$ cat src/common/acrfcm_pkg.sv
// Purpose: shared constants for the converter result-format and charge-unit
//          control block
// Assumes: 16-bit register port, word-indexed register offsets
// Notes:   result buffer holds the raw signed code; formatting is on read
package acrfcm_pkg;
    // register port shape
    localparam int ADDR_W = 4;
    localparam int DATA_W = 16;

    // register offsets (word index)
    localparam logic [ADDR_W-1:0] REG_CTRL1  = 4'h0;
    localparam logic [ADDR_W-1:0] REG_CLKDIV = 4'h1;
    localparam logic [ADDR_W-1:0] REG_CHSEL  = 4'h2;
    localparam logic [ADDR_W-1:0] REG_ENLO   = 4'h3;
    localparam logic [ADDR_W-1:0] REG_ENHI   = 4'h4;
    localparam logic [ADDR_W-1:0] REG_RESULT = 4'h5;

    // converter_control_register_1 fields
    localparam int CTRL_ON_BIT   = 15;
    localparam int CTRL_RES_BIT  = 10;
    localparam int CTRL_OUTPUT_FORMAT_SELECT_LSB = 8;
    localparam int CTRL_BUSY_BIT = 2;
    localparam int CTRL_START_BIT = 1;
    localparam int CTRL_DONE_BIT = 0;

    // channel and field sizes
    localparam int NUM_CHAN = 18;
    localparam int CHAN_W   = 5;
    localparam int ENLO_W   = 16;
    localparam int ENHI_W   = 2;
    localparam int DIV_W    = 8;
    localparam int RAW_W    = 13;
    localparam int IN_W     = 16;

    // saturation limits of the two resolutions
    localparam logic signed [IN_W-1:0] CODE12_MAX = 16'sh0FFF;
    localparam logic signed [IN_W-1:0] CODE12_MIN = -16'sh1000;
    localparam logic signed [IN_W-1:0] CODE10_MAX = 16'sh03FF;
    localparam logic signed [IN_W-1:0] CODE10_MIN = -16'sh0400;
    localparam int RES10_SHIFT = 2;

    // conversion sequence lengths in conversion clock periods
    localparam int SAMPLE_TADS = 1;
    localparam int CONV_TADS   = 14;

    // justification of the fractional formats
    localparam int FRAC12_PAD  = 4;
    localparam int SFRAC12_PAD = 3;
    localparam int FRAC10_PAD  = 6;
    localparam int SFRAC10_PAD = 5;

    // output format codes held in the format field
    typedef enum logic [1:0] {
        OUTPUT_FORMAT_SELECT_INT   = 2'h0,
        OUTPUT_FORMAT_SELECT_SINT  = 2'h1,
        OUTPUT_FORMAT_SELECT_FRAC  = 2'h2,
        OUTPUT_FORMAT_SELECT_SFRAC = 2'h3
    } acrfcm_output_format_select_e;
endpackage

$ cat src/rtl/acrfcm_clkdiv.sv
// Purpose: conversion clock from the instruction cycle by a divisor
// Assumes: one instruction cycle per system clock
// Notes:   period is divisor plus one cycles; restarts when run drops
`timescale 1ns/100ps
module acrfcm_clkdiv
    import acrfcm_pkg::*;
(
    input  wire logic             i_clock,
    input  wire logic             i_rst_n,
    input  wire logic             i_run,
    input  wire logic [DIV_W-1:0] i_divisor,
    output logic                  o_tick,
    output logic                  o_tad_clk
);
    typedef struct packed {
        logic [DIV_W-1:0] cnt;
        logic             tick;
        logic             tad_clk;
    } acrfcm_div_s;

    acrfcm_div_s div_reg;
    acrfcm_div_s div_next;

    // count divisor+1 cycles per conversion clock period
    always_comb begin
        div_next = div_reg;
        div_next.tick = 1'b0;
        if (!i_run) begin
            div_next.cnt = '0;
            div_next.tad_clk = 1'b0;
        end else if (div_reg.cnt >= i_divisor) begin
            div_next.cnt = '0;
            div_next.tick = 1'b1;
            div_next.tad_clk = 1'b1;
        end else begin
            div_next.cnt = div_reg.cnt + 1'b1;
            // low for the later half of the period
            if (div_reg.cnt >= (i_divisor >> 1)) begin
                div_next.tad_clk = 1'b0;
            end
        end
    end

    always_ff @(posedge i_clock or negedge i_rst_n) begin
        if (!i_rst_n) begin
            div_reg <= '0;
        end else begin
            div_reg <= div_next;
        end
    end

    assign o_tick = div_reg.tick;
    assign o_tad_clk = div_reg.tad_clk;
endmodule

$ cat src/rtl/acrfcm_format.sv
// Purpose: justify and sign-extend the stored code for a bus read
// Assumes: raw code is two's complement, sign-extended to 13 bits
// Notes:   purely combinational; the caller registers the result
`timescale 1ns/100ps
module acrfcm_format
    import acrfcm_pkg::*;
(
    input  wire logic [RAW_W-1:0]  i_raw,
    input  wire logic              i_res12,
    input  wire logic [1:0]        i_output_format_select,
    output logic      [DATA_W-1:0] o_word
);
    logic neg;
    logic [DATA_W-1:0] sext;

    // sign sits in bit 12 or bit 10 and fills upward
    assign neg = i_res12 ? i_raw[RAW_W-1] : i_raw[10];
    assign sext = {{(DATA_W-RAW_W){i_raw[RAW_W-1]}}, i_raw};

    // unsigned forms drop negative codes to zero
    always_comb begin
        o_word = '0;
        unique case (acrfcm_output_format_select_e'(i_output_format_select))
            OUTPUT_FORMAT_SELECT_INT: begin
                if (!neg) begin
                    o_word = i_res12 ? {4'h0, i_raw[11:0]}
                                     : {6'h00, i_raw[9:0]};
                end
            end
            OUTPUT_FORMAT_SELECT_SINT: begin
                o_word = sext;
            end
            OUTPUT_FORMAT_SELECT_FRAC: begin
                if (!neg) begin
                    o_word = i_res12
                        ? {i_raw[11:0], {FRAC12_PAD{1'b0}}}
                        : {i_raw[9:0], {FRAC10_PAD{1'b0}}};
                end
            end
            OUTPUT_FORMAT_SELECT_SFRAC: begin
                o_word = i_res12
                    ? {i_raw[12:0], {SFRAC12_PAD{1'b0}}}
                    : {i_raw[10:0], {SFRAC10_PAD{1'b0}}};
            end
        endcase
    end
endmodule

$ cat src/rtl/acrfcm_top.sv
// Purpose: converter control with result formatting and charge-unit
//          channel connection
// Assumes: differential input arrives as a signed count of 1/4096 span
//          steps from a front end on the same clock
// Notes:   registers are word-indexed on a plain strobe port
`timescale 1ns/100ps
module acrfcm_top
    import acrfcm_pkg::*;
#(
    parameter logic [NUM_CHAN-1:0] CHAN_IMPL = 18'h3FFFF,
    parameter int                  CONV_LEN  = CONV_TADS,
    parameter int                  SAMP_LEN  = SAMPLE_TADS
)
(
    input  wire logic                  i_clock,
    input  wire logic                  i_rst_n,
    input  wire logic [ADDR_W-1:0]     i_addr,
    input  wire logic [DATA_W-1:0]     i_wdata,
    input  wire logic                  i_wr,
    input  wire logic                  i_rd,
    input  wire logic signed [IN_W-1:0] i_diff_input,
    output logic      [DATA_W-1:0]     o_rdata,
    output logic                       o_conv_clock,
    output logic                       o_sampling,
    output logic                       o_converting,
    output logic                       o_charge_unit_connect,
    output logic      [CHAN_W-1:0]     o_charge_unit_channel,
    output logic                       o_done
);
    localparam int CNT_W = 5;

    // refuse sequence lengths the phase counter cannot hold
    if (CONV_LEN < 1 || CONV_LEN >= (1 << CNT_W)) begin : g_bad_conv
        $error("conversion length out of range");
    end
    if (SAMP_LEN < 1 || SAMP_LEN >= (1 << CNT_W)) begin : g_bad_samp
        $error("sample length out of range");
    end

    typedef enum logic [1:0] {
        ST_IDLE,
        ST_SAMPLE,
        ST_CONVERT
    } acrfcm_state_e;

    typedef struct packed {
        acrfcm_state_e     st;
        logic              on;
        logic              res12;
        logic [1:0]        output_format_select;
        logic [DIV_W-1:0]  div;
        logic [CHAN_W-1:0] chsel;
        logic [ENLO_W-1:0] en_lo;
        logic [ENHI_W-1:0] en_hi;
        logic [RAW_W-1:0]  buffer;
        logic              done;
        logic [CNT_W-1:0]  phase;
        logic [CHAN_W-1:0] conv_ch;
        logic              connect;
        logic [DATA_W-1:0] rdata;
        logic              sampling;
        logic              converting;
    } acrfcm_top_s;

    acrfcm_top_s top_reg;
    acrfcm_top_s top_next;

    logic [1:0]          rst_sync_reg;
    logic                rst_n;
    logic                tad_tick;
    logic                tad_clk;
    logic                div_run;
    logic [DATA_W-1:0]   fmt_word;
    logic [NUM_CHAN-1:0] en_all;
    logic [NUM_CHAN-1:0] en_seen;
    logic [RAW_W-1:0]    quant;

    // release reset through two flops; assertion stays asynchronous
    always_ff @(posedge i_clock or negedge i_rst_n) begin
        if (!i_rst_n) begin
            rst_sync_reg <= 2'h0;
        end else begin
            rst_sync_reg <= {rst_sync_reg[0], 1'b1};
        end
    end
    assign rst_n = rst_sync_reg[1];

    // divider follows the next state so that it counts from the start
    // edge; a registered run would stretch the first period by a cycle
    assign div_run = (top_next.st != ST_IDLE);

    acrfcm_clkdiv u_clkdiv (
        .i_clock   (i_clock),
        .i_rst_n   (rst_n),
        .i_run     (div_run),
        .i_divisor (top_reg.div),
        .o_tick    (tad_tick),
        .o_tad_clk (tad_clk)
    );

    // format follows the current control bits, not those at conversion
    acrfcm_format u_format (
        .i_raw   (top_reg.buffer),
        .i_res12 (top_reg.res12),
        .i_output_format_select  (top_reg.output_format_select),
        .o_word  (fmt_word)
    );

    // absent channels never hold a set enable
    assign en_all = {top_reg.en_hi, top_reg.en_lo};
    for (genvar ch = 0; ch < NUM_CHAN; ch++) begin : g_chan
        assign en_seen[ch] = en_all[ch] & CHAN_IMPL[ch];
    end

    // clip the differential input to the span of the chosen resolution
    always_comb begin
        logic signed [IN_W-1:0] v;
        v = i_diff_input;
        if (top_reg.res12) begin
            if (v > CODE12_MAX) begin
                v = CODE12_MAX;
            end else if (v < CODE12_MIN) begin
                v = CODE12_MIN;
            end
        end else begin
            v = v >>> RES10_SHIFT;
            if (v > CODE10_MAX) begin
                v = CODE10_MAX;
            end else if (v < CODE10_MIN) begin
                v = CODE10_MIN;
            end
        end
        quant = v[RAW_W-1:0];
    end

    // register port, conversion sequence and read path
    always_comb begin
        logic start;
        logic [CHAN_W-1:0] ch_idx;
        start = 1'b0;
        ch_idx = '0;
        top_next = top_reg;
        top_next.rdata = '0;

        // writes; a start only counts while on and idle
        if (i_wr) begin
            unique case (i_addr)
                REG_CTRL1: begin
                    top_next.on = i_wdata[CTRL_ON_BIT];
                    top_next.res12 = i_wdata[CTRL_RES_BIT];
                    top_next.output_format_select = i_wdata[CTRL_OUTPUT_FORMAT_SELECT_LSB +: 2];
                    if (!i_wdata[CTRL_DONE_BIT]) begin
                        top_next.done = 1'b0;
                    end
                    start = i_wdata[CTRL_START_BIT] & i_wdata[CTRL_ON_BIT]
                            & (top_reg.st == ST_IDLE);
                end
                REG_CLKDIV: begin
                    top_next.div = i_wdata[DIV_W-1:0];
                end
                REG_CHSEL: begin
                    top_next.chsel = i_wdata[CHAN_W-1:0];
                end
                REG_ENLO: begin
                    top_next.en_lo = i_wdata[ENLO_W-1:0]
                                   & CHAN_IMPL[ENLO_W-1:0];
                end
                REG_ENHI: begin
                    // upper bits are not stored at all
                    top_next.en_hi = i_wdata[ENHI_W-1:0]
                                   & CHAN_IMPL[NUM_CHAN-1:ENLO_W];
                end
                default: begin
                end
            endcase
        end

        // read data stand in the cycle after the strobe only
        if (i_rd) begin
            unique case (i_addr)
                REG_CTRL1: begin
                    top_next.rdata[CTRL_ON_BIT] = top_reg.on;
                    top_next.rdata[CTRL_RES_BIT] = top_reg.res12;
                    top_next.rdata[CTRL_OUTPUT_FORMAT_SELECT_LSB +: 2] = top_reg.output_format_select;
                    top_next.rdata[CTRL_BUSY_BIT] = (top_reg.st != ST_IDLE);
                    top_next.rdata[CTRL_DONE_BIT] = top_reg.done;
                end
                REG_CLKDIV: begin
                    top_next.rdata[DIV_W-1:0] = top_reg.div;
                end
                REG_CHSEL: begin
                    top_next.rdata[CHAN_W-1:0] = top_reg.chsel;
                end
                REG_ENLO: begin
                    top_next.rdata[ENLO_W-1:0] = en_seen[ENLO_W-1:0];
                end
                REG_ENHI: begin
                    // bits 15-2 stay zero
                    top_next.rdata[ENHI_W-1:0] = en_seen[NUM_CHAN-1:ENLO_W];
                end
                REG_RESULT: begin
                    top_next.rdata = fmt_word;
                end
                default: begin
                end
            endcase
        end

        // sample for a fixed span, then convert; channel latched at start
        unique case (top_reg.st)
            ST_IDLE: begin
                top_next.connect = 1'b0;
                if (start) begin
                    top_next.st = ST_SAMPLE;
                    top_next.phase = '0;
                    top_next.conv_ch = top_reg.chsel;
                    top_next.done = 1'b0;
                end
            end
            ST_SAMPLE: begin
                if (tad_tick) begin
                    if (top_reg.phase == CNT_W'(SAMP_LEN - 1)) begin
                        top_next.st = ST_CONVERT;
                        top_next.phase = '0;
                        ch_idx = top_reg.conv_ch;
                        // unit joins only for an enabled channel
                        if (ch_idx < CHAN_W'(NUM_CHAN)) begin
                            top_next.connect = en_seen[ch_idx];
                        end
                    end else begin
                        top_next.phase = top_reg.phase + 1'b1;
                    end
                end
            end
            ST_CONVERT: begin
                if (tad_tick) begin
                    if (top_reg.phase == CNT_W'(CONV_LEN - 1)) begin
                        top_next.st = ST_IDLE;
                        top_next.connect = 1'b0;
                        top_next.buffer = quant;
                        top_next.done = 1'b1;
                    end else begin
                        top_next.phase = top_reg.phase + 1'b1;
                    end
                end
            end
        endcase

        // turning the converter off abandons any sequence
        if (!top_next.on) begin
            top_next.st = ST_IDLE;
            top_next.connect = 1'b0;
        end

        // phase flags registered so the pins come straight from flops
        top_next.sampling = (top_next.st == ST_SAMPLE);
        top_next.converting = (top_next.st == ST_CONVERT);
    end

    always_ff @(posedge i_clock or negedge rst_n) begin
        if (!rst_n) begin
            top_reg <= '0;
            top_reg.st <= ST_IDLE;
        end else begin
            top_reg <= top_next;
        end
    end

    // conversion clock output registered once more for a clean pin
    logic conv_clk_reg;
    always_ff @(posedge i_clock or negedge rst_n) begin
        if (!rst_n) begin
            conv_clk_reg <= 1'b0;
        end else begin
            conv_clk_reg <= tad_clk;
        end
    end

    assign o_rdata = top_reg.rdata;
    assign o_conv_clock = conv_clk_reg;
    assign o_sampling = top_reg.sampling;
    assign o_converting = top_reg.converting;
    assign o_charge_unit_connect = top_reg.connect;
    assign o_charge_unit_channel = top_reg.conv_ch;
    assign o_done = top_reg.done;
endmodule

$ cat config.mk
export PLATFORM = sky130hd
export DESIGN_NAME = acrfcm_top
export DESIGN_NICKNAME = d
export VERILOG_FILES = /design/src/common/acrfcm_pkg.sv /design/src/rtl/acrfcm_clkdiv.sv /design/src/rtl/acrfcm_format.sv /design/src/rtl/acrfcm_top.sv
export SDC_FILE = /design/constraint.sdc
export NUM_CORES = 1
export LEC_CHECK = 0
export BUFFER_PORTS_ARGS = -buffer_cell sky130_fd_sc_hd__buf_4
export CAP_MARGIN = 10
export CORE_MARGIN = 2
export CORE_UTILIZATION = 59
export DETAILED_ROUTE_END_ITERATION = 12
export HOLD_SLACK_MARGIN = 0.12
export PLACE_DENSITY = 0.83
export SYNTH_ARGS = -nofsm -noshare
export SYNTH_HDL_FRONTEND = slang
export SYNTH_SLANG_ARGS = --single-unit
$ cat constraint.sdc
create_clock -name i_clock -period 3.3 [get_ports i_clock]
set_input_delay 0.33 -clock i_clock [delete_from_list [all_inputs] [get_ports i_clock]]
set_output_delay 0.33 -clock i_clock [all_outputs]
set_load 0.05 [all_outputs]
Yosys cells after proc, flatten, opt, wreduce, memory -nomap -nowiden
Cells that the tools add are included.
{ "classes": {"n_addsub": 2, "n_lt_le_gt_ge": 8, "eq_ne": 23, "mux": 63, "bitwise": 2, "n_reduce_logical": 15} }
{ "ops": {"columns": ["operator", "count"], "rows": [
  ["2-to-1 mux 16 bit", 6],
  ["2-to-1 mux 13 bit", 5],
  ["one-hot mux 16 bit (4 select lines)", 1],
  ["2-to-1 mux 35 bit", 1],
  ["2-to-1 mux 8 bit", 3],
  ["2-to-1 mux 5 bit", 4],
  ["2-to-1 mux 1 bit", 19],
  ["one-hot mux 3 bit (3 select lines)", 2],
  ["> comparator 16 x 13 -> 1 bit, second input constant", 1],
  ["< comparator 16 x 13 -> 1 bit, second input constant", 1],
  ["one-hot mux 5 bit (3 select lines)", 1],
  ["> comparator 14 x 11 -> 1 bit, second input constant", 1],
  ["< comparator 14 x 11 -> 1 bit, second input constant", 1],
  ["2-to-1 mux 2 bit", 7],
  ["2-to-1 mux 12 bit", 1],
  ["inequality test 3 bit, second input constant", 4],
  ["AND reduction 2 bit", 6],
  ["2-to-1 mux 11 bit", 1],
  ["one-hot mux 1 bit (5 select lines)", 2],
  ["adder 8 x 1 -> 8 bit, second input constant", 1],
  ["equality test 2 bit, second input constant", 4],
  ["equality test 4 x 2 -> 1 bit, second input constant", 2],
  ["equality test 4 x 3 -> 1 bit, second input constant", 2],
  ["greater-or-equal comparator 8 x 7 -> 1 bit", 1],
  ["27 further kinds", 36]
]} }
{ "word_totals": {"reg_bits": 93, "in_bits": 40, "output_inout_bits": 26, "word_cells": 134} }

Longest topological paths before layout
Gate-level depths: netlist of run 1.
{ "depth": {"word_depth": 9, "depth_mapped": 8, "ltp_nobuf": 7} }

Hierarchy
From an unflattened synthesis of run 1, not the netlist that was laid out.
{ "hier_totals": {"cells_unflattened": 507, "area_unflattened_um2": 5425.2} }
{ "modules_own_cells": {"columns": ["mod", "instances", "cells_per_inst", "area_per_inst_um2", "seq_area_each_um2"], "rows": [
  ["acrfcm_top", 1, 362, 4166.5, 2077.0],
  ["acrfcm_clkdiv", 1, 79, 753.2, 250.2],
  ["acrfcm_format", 1, 66, 505.5, 0.0]
]} }

Worst setup path before layout of run 1
OpenSTA, ideal clock, no wires.
{ "synth_path": {"kind": "register to register", "from": "reg top_reg[24] (netlist name)", "to": "reg u_clkdiv.div_reg[4] (netlist name)", "setup_time_ns": 0.086, "arrival_time_ns": 1.934, "required_time_ns": 3.214, "path_slack_ns": 1.280, "path_stages_with_launch": 8, "n_path_buf": 0, "synth_period_minus_slack_ns": 2.020, "cell_sequence": "dfrtp_1 inv_1 ha_1 or3b_1 or4_1 a32oi_1 o21ai_2 nor3_1"} }
{ "synth_lines": {"columns": ["element", "line", "text"], "rows": [
  ["start: declaration", "acrfcm_top.sv:65", "acrfcm_top_s top_reg;"],
  ["start signal: assignment", "acrfcm_top.sv:265", "top_reg <= top_next;"],
  ["end signal: assignment", "acrfcm_clkdiv.sv:48", "div_reg <= div_next;"],
  ["end: declaration", "acrfcm_clkdiv.sv:21", "acrfcm_div_s div_reg;"]
]} }

==> results of run 1 <==
==> path summary, 6_finish.rpt <==
path,start,to,cells past startpoint
min reg2reg,rst_sync_reg[0],rst_sync_reg[1],0
max in group asynchronous,rst_sync_reg[1],o_rdata[7],1
min,i_wdata[11],en_all[11],2
max reg2reg,top_reg[24],u_clkdiv.div_reg[9],7
min in group asynchronous,i_rst_n,rst_sync_reg[1],2
max,top_reg[24],u_clkdiv.div_reg[9],7
==> power by group through the flow <==
stage	registers (W)	logic (W)	clock network [W]
floorplan	0.00136	0.000528	0
global placement	0.00141	0.000616	0
detailed placement	0.00142	0.000643	0
CTS	0.00140	0.000651	0.000768
global route	0.00142	0.000707	0.000814
finish	0.00140	0.000654	0.000752
==> cells by family after synthesis <==
family	synth area share, %
and+or+nand+nor	13.2
adders and majority gates	5.08
xor gates and xnor gates	1.13
buffers and inverters	6.25
muxes	18.1
AOI/OAI and AO/OA	13.3
other	0.0692
DFF	42.9
==> what timing repair did <==
action	4_1_cts	5_1_grt
hold buffers	1	0
setup buffers	0	0
endpoints found under the hold margin	2	0
==> cells in the final DEF (no fill, tap or decap), types with 5 or more instances in the layout <==
cell type  Yosys  layout
o22ai_1        5       5
mux2i_1       25      25
mux4_2         6       6
inv_1         21      21
mux2_2        53      53
a21oi_1       22      22
nand3_1       15      15
nor2_1        27      27
a22oi_1        5       5
nand2b_1       5       5
ha_1          22      22
nor2b_1        7       7
buf_4         21      69
nor3_1        13      13
clkbuf_8       0       9
dfrtp_1       93      92
nand2_1       41      41
o21ai_0       45      45
==> per-layer routing <==
metal  vias to the layer above  global-route usage [%]
met4                         0                    8.85
met1                      2002                    35.5
met3                        30                    5.50
li1                       1950                       -
met2                       168                    40.2
met5                         -                       0
==> cell type report <==
cell class | instances | area [um^2] | area share, %
clock buffer | 10 | 128 | 2.12
clock inverter | 6 | 63.8 | 1.06
inverter | 21 | 78.8 | 1.31
multi-input combinational | 365 | 2760 | 45.8
sequential | 93 | 2330 | 38.7
tap | 108 | 135 | 2.24
timing repair buffer | 70 | 528 | 8.77
==> stage by stage <==
stage          util [%]  hold slack, ns  power (W)
2_1_floorplan         -          0.0344    0.00189
3_3_place_gp       66.1           0.113    0.00203
3_5_place_dp       66.1           0.116    0.00206
4_1_cts            68.4           0.184    0.00282
5_1_grt            68.4           0.183    0.00294
6_report           68.4           0.193    0.00281
==> reports/metrics.yaml, run 1 <==
status: "finished clean"
firstDrtPassIters: 5
final-hold-violation-count: 0
cts_tree: "done"
max_stage_delay_ns: 0.45
fin_skew_ns: 0.00824
cp-end-kind: "register"
wl_mm: 12.2
antenna_cells: 0
die-area_um2: 9970
syn_area_um2: 5420
cts_buffer_depth: 2
sequentialPowerShare_pct: 49.9
cts.sinks: 93
fp.dieW_um: 99.9
top_layer: "met4"
synth_top_area_share_pct: 42.9
yosysMostFrequentCell: "dfrtp_1"
clock_power_share_pct: 26.8
cp.buffers_inverters: 1
max_slew_margin_pct: 46.2
clkLatencyLatePin_ns: 0.36
min_path_type: "in2reg"
cap_violations: 0
ys_ff_latch: 93
coreArea_um2: 8810
wl_per_cell_um: 18.2
finalCriticalPeriod_ns: 2.32
cp_max_fo: 10
worst_pin_slew_ns: 0.807
slowest_stage: "dfrtp_1"
clockRootBuffer: "clkbuf_8"
yosysWarningCount: 0
drv_slew: 0
io_pins: 66
vias: 4150
grt-ovfl-total: 0
ys.flop_type: "dfrtp_1"
grt_pass1_wl_mm: 20.0
stdcell_count: 673
numCtsBuffers: 9
p_int_w: 0.00193
cts_resized: 0
critPathRequiredTime_ns: 3.58
p_per_area_nw_per_um2: 467
fin_crit_sh_pct: 70.4
wl_met2_mm: 5.78
synth_cell_types: 61
grt_max_degree: 65
setup_violations: 0
start_util_pct: 61.6
drive_gt1_share_pct: 27.3
drt-met1-wl_mm: 5.38
placed_area_um2: 5820
postLayoutCellArea_um2: 6020
comb_power_share_pct: 23.3
die_h_um: 99.9
grt_use_total_pct: 25.6
vias_per_cell: 6.17
post-route-drc-count: 0
synth_edf_count: 0
area_growth_pct: 11.0
tns_ns: 0
pre_cts_ws_ns: 0.998
fmax_mhz: 431
synthTopCellsByCount: "93 x dfrtp_1, 53 x mux2_2, 45 x o21ai_0"
netlist_top_cells_area: "dfrtp_1 43%, mux2_2 11%, ha_1 5.1%, mux2i_1 4.6%, o21ai_0 4.2%"
post-dp-hpwl_mm: 9.01
path_cells: "inv_1 > ha_1 > or3b_1 > or4_1 > a32oi_1 > o21ai_2 > nor3_1"
crit_type: "reg2reg"
io_buffer_count: 65
critPathTopFamily: "simple AND/OR/NAND/NOR gates"
switching_share_pct: 31.3
nFillCells: 649
r2r_slack_ns: 0.98
htreeDepth: 3
rsz0062_at_grt: "no"
leakagePower_nw: 2.75
globalplace.congestion: 0.967
drtIter0Drc: 320
cp.arrival_ns: 2.60
setup_ws_ns: 0.978
ant_nets: 0
cp-start-kind: "register"
grt_pass1_vias: 4103
synth_nets: 584
avgSynthCellArea_um2: 10.4
fin_nets: 622
peakVddDrop_v: 0.000323
synth.largest_area_cell: "dfrtp_1"
rows: 34
syn_inst: 522
wl_met3_um: 811
antenna_found_initial: 0
async_reset_ff_share_pct: 100
seq_area_frac_synth_pct: 42.9
largest_reg_flops: 37
clk_pin_slew_ns: 0.09
place_inst: 656
p_sw_w: 0.000878
(Power assumes the default switching activity.)
==> run 2, diff against run 1 <==
- CORE_UTILIZATION: 59 -> 53
- PLACE_DENSITY: 0.83 -> 0.79
- clock period: 3.3 -> 1.9 ns (I/O delays scaled with it)
==> run 2 against run 1 <==
  * The flow now finishes with violations (setup timing)
  * Register-to-register slack lost 1.2 ns
  * Via count grew 4.2%
  * Worst hold slack lost 0.050 ns
  * Power grew 74%
  * Worst setup slack lost 1.2 ns
  * Combinational power grew 93%
  * Sequential power grew 73%
  * Final area grew 10%
  * Critical endpoint is now u_clkdiv.div_reg[2]
==> reports/metrics.yaml, run 2 (synthesis gave the netlist of run 1 again) <==
rsz0062_at_grt: "yes"
leakagePower_nw: 3.06
final_cell_mix: "107 x buf_4, 92 x dfrtp_1, 53 x mux2_2"
post-dp-hpwl_mm: 9.69
wl_mm: 12.8
largest_reg_flops: 37
crit_type: "reg2reg"
worstRegToRegCells: 7
wl_per_cell_um: 16.9
vias: 4323
wl_met2_mm: 5.97
startpoint: "top_reg[25]"
cp_max_fo: 10
stdcell_count: 758
firstDrtPassIters: 4
fin_skew_ns: 0.00891
fin_nets: 682
grt_use_total_pct: 23.7
globalplace.congestion: 0.890
grt_pass1_vias: 4223
top_layer: "met4"
min_path_type: "in2async"
cp-end-kind: "register"
htreeDepth: 3
fp.dieW_um: 105
io_buffer_count: 65
finalCriticalPeriod_ns: 2.09
place_inst: 723
sequentialPowerShare_pct: 49.6
clockRootBuffer: "clkbuf_8"
grt_pass1_wl_mm: 20.9
power_w: 0.00489
drt-met1-wl_mm: 5.83
path_cells: "inv_2 > ha_1 > or3b_4 > or4_4 > a32oi_4 > o21ai_4 > nor3_1"
cts_tree: "done"
die-area_um2: 11100
r2r-start: "top_reg[25]"
ant_nets: 0
comb_power_share_pct: 25.8
p_int_w: 0.00338
drive_gt1_share_pct: 32.8
antenna_cells: 0
vias_per_cell: 5.70
final-hold-violation-count: 0
setup_ws_ns: -0.186
clkLatencyLatePin_ns: 0.35
die_h_um: 105
rows: 36
post-route-drc-count: 0
setup_violations: 13
p_sw_w: 0.00151
pre_cts_ws_ns: -0.206
slowest_stage: "or4_4"
grt_max_degree: 36
area_growth_pct: 22.6
cts_buffer_depth: 2
wl_met3_um: 617
layout_commonest_cell: "buf_4"
p_per_area_nw_per_um2: 735
drtIter0Drc: 252
tns_ns: -1.67
nFillCells: 753
critPathRequiredTime_ns: 2.15
io_pins: 66
switching_share_pct: 30.9
drv_slew: 0
clock_power_share_pct: 24.6
fmax_mhz: 479
cap_violations: 0
start_util_pct: 55.0
fin_crit_sh_pct: 110
grt-ovfl-total: 0
clk_pin_slew_ns: 0.09
cp.arrival_ns: 2.34
cts.sinks: 93
numCtsBuffers: 9
antenna_found_initial: 0
max_stage_delay_ns: 0.45
cp-start-kind: "register"
failed_checks: "setup timing"
peakVddDrop_v: 0.000397
status: "finished, violations left"
coreArea_um2: 9860
run 2: changes by cell type in the layout (fill, tap and decap cells not counted), sizes merged:
cell / change
dlygate4sd3: +17
clkinv: +1
inv: -1
clkinvlp: -1
buf: +43
clkbuf: +2
bufinv: -1
run 2: worst max-delay path, delay by kind of cell, from the launching register on:
kind	cells	cell delay [ns]
AO/OA/AOI/OAI	2	0.36
adder cells (fa/ha/maj)	1	0.12
buffers and inverters	1	0.06
flip-flops	1	0.40
AND/OR/NAND/NOR	3	1.05
run 2: final timing paths:
| path | endpoint | slack, ns |
|---|---|---|
| setup / recovery | u_clkdiv.div_reg[2] | -0.19 |
| hold / removal | rst_sync_reg[1] | 0.14 |
| setup reg to reg | u_clkdiv.div_reg[2] | -0.19 |
| hold reg to reg | top_reg[31] | 0.28 |
| max in group asynchronous | top_reg[74] | 1.08 |
| min in group i_clock | en_all[1] | 0.15 |
run 2: cell type report:
cell class | count | area [um^2] | share of cell area [%]
Multi-Input combinational cell | 365 | 2820 | 42.4
Sequential cell | 93 | 2330 | 35.1
Timing Repair Buffer | 130 | 1070 | 16.2
Tap cell | 133 | 166 | 2.50
Clock buffer | 12 | 155 | 2.33
Inverter | 21 | 78.8 | 1.19
Clock inverter | 4 | 22.5 | 0.339
run 2: power by group through the flow:
stage                     logic [W]  registers (W)  clock network [W]
after floorplan            0.000920        0.00236                  0
after global placement      0.00118        0.00244                  0
after detailed placement    0.00122        0.00246                  0
after CTS                   0.00126        0.00242            0.00122
after global routing        0.00138        0.00245            0.00131
final                       0.00126        0.00242            0.00120
run 2: repair_timing:
item / CTS / global route
hold buffers: 18 / 0
buffers inserted: 1 / 0
setup endpoints to repair: 15 / 18
hold endpoints to repair: 31 / 0
pin swaps: 1 / 0
resized for setup: 5 / 6
run 2: per-stage QoR:
stage | hold slack [ns] | util [%] | area [um^2]
after global routing | 0.145 | 67.4 | 6650
after global placement | -0.0267 | 63.2 | 6230
after detailed placement | -0.0269 | 63.2 | 6230
final | 0.143 | 67.4 | 6650
after CTS | 0.123 | 67.1 | 6620
after floorplan | -0.106 | - | 5440
run 2: per-layer routing:
layer  vias to the layer above  GRT usage, %
met3                        27          2.87
li1                       2063             -
met1                      2091          33.3
met4                         0          9.90
met2                       142          37.3
met5                         -             0
==> run 3, diff against run 2 <==
- REMOVE_ABC_BUFFERS: not set -> 1
==> run 3 against run 2 <==
  * The run still ends with setup timing left
  * Worst setup slack worse by 0.064 ns
  * Clock power hardly changed
  * Critical path type unchanged
  * Die area did not move
==> reports/metrics.yaml, run 3 (synthesis gave the netlist of run 1 again) <==
status: "finished, violations left"
failed_checks: "setup timing"
peakVddDrop_v: 0.000391
stdcell_count: 771
htreeDepth: 3
post-dp-hpwl_mm: 9.44
clkLatencyLatePin_ns: 0.36
antenna_found_initial: 0
pre_cts_ws_ns: -0.289
p_per_area_nw_per_um2: 718
max_slew_margin_pct: 65.0
final_cell_mix: "115 x buf_4, 91 x dfrtp_1, 53 x mux2_2"
io_buffer_count: 65
largest_reg_flops: 37
layout_commonest_cell: "buf_4"
place_inst: 726
cp.buffers_inverters: 1
max_stage_delay_ns: 0.44
cp.arrival_ns: 2.46
area_growth_pct: 26.4
cap_violations: 0
fin_util_pct: 69.5
grt_pass1_wl_mm: 22.3
cts_tree: "done"
crit_type: "reg2reg"
wl_mm: 13.6
fmax_mhz: 465
setup_violations: 14
slowest_stage: "or4_4"
setup_ws_ns: -0.250
min_path_type: "in2reg"
die_h_um: 105
globalplace.congestion: 0.920
cp_max_fo: 4
fin_nets: 696
numCtsBuffers: 9
drv_slew: 0
cp-end-kind: "register"
grt_use_total_pct: 25.4
final-hold-violation-count: 0
critPathTopFamily: "simple AND/OR/NAND/NOR gates"
r2r_slack_ns: -0.25
firstDrtPassIters: 5
fp.dieW_um: 105
fin_skew_ns: 0.00924
antenna_cells: 0
fin_crit_sh_pct: 113
clockRootBuffer: "clkbuf_8"
cts.sinks: 93
leakagePower_nw: 3.14
grt_pass1_vias: 4481
hold_ws_ns: 0.127
rows: 36
rsz0062_at_grt: "yes"
grt_max_degree: 92
clk_pin_slew_ns: 0.09
finalCriticalPeriod_ns: 2.15
path_cells: "inv_2 > ha_1 > or3b_4 > or4_4 > a32oi_4 > and2_4 > nor2b_4"
die-area_um2: 11100
start_util_pct: 55.0
io_pins: 66
post-route-drc-count: 0
worst_pin_slew_ns: 0.524
coreArea_um2: 9860
wl_per_cell_um: 17.7
cp-start-kind: "register"
vias: 4457
grt-ovfl-total: 0
cts_buffer_depth: 2
ant_nets: 0
vias_per_cell: 5.78
drive_gt1_share_pct: 36.8
drtIter0Drc: 314
critPathRequiredTime_ns: 2.20
[run 3: timing repair]
action / 4_1_cts / 5_1_grt
endpoints found under the hold margin: 39 / 0
hold buffers: 19 / 0
gates resized for setup: 26 / 17
buffers inserted: 6 / 5
cloned: 1 / 0
setup endpoints to repair: 16 / 32
pin swaps: 13 / 13
[run 3: path summary, 6_finish.rpt]
check                                  end  cells past startpoint              from
max                           o_converting                      7       top_reg[25]
min                            top_reg[40]                      3  i_diff_input[10]
max reg2reg                   o_converting                      7       top_reg[25]
min reg2reg                rst_sync_reg[1]                      0   rst_sync_reg[0]
max in group asynchronous      top_reg[76]                      1   rst_sync_reg[1]
min in group asynchronous  rst_sync_reg[1]                      2           i_rst_n
[run 3: layout make-up]
cell class                 instances  area, um^2
fill                             676        3010
multi-input combinational        366        2920
sequential                        93        2330
timing repair buffer             143        1190
tap                              133         166
clock buffer                      13         159
inverter                          21        78.8
clock inverter                     2        10.0
[run 3: power breakdown]
part	leakage (nW)	internal (W)	switching, W
Clock	0.0893	0.000538	0.000658
Combinational	1.89	0.000656	0.000660
Sequential	1.16	0.00219	0.000222
Total	3.14	0.00338	0.00154
[run 3: metal layers]
metal  up-vias  track usage (%)  part of all wire (%)  wire, um
met3        26             3.99                   5.6       768
li1       2091                -                     -         -
met5         -                0                     0         0
met1      2178             35.3                    44      6000
met2       162             40.1                    48      6540
met4         0             10.1                   2.3       313
[run 3: worst min-delay path, cell delays in order]
cell and delay, ns:
buf_4 0.08, a21oi_1 0.05, o21ai_0 0.13
[run 3: through the flow]
| step | setup TNS (ns) | area [um^2] | total power [W] |
|---|---|---|---|
| final | -2.68 | 6850 | 0.00492 |
| after global placement | -1.58 | 6220 | 0.00361 |
| after CTS | -2.23 | 6740 | 0.00490 |
| after global routing | -3.85 | 6850 | 0.00515 |
| after detailed placement | -3.07 | 6220 | 0.00367 |
| after floorplan | -84.33 | 5160 | 0.00319 |
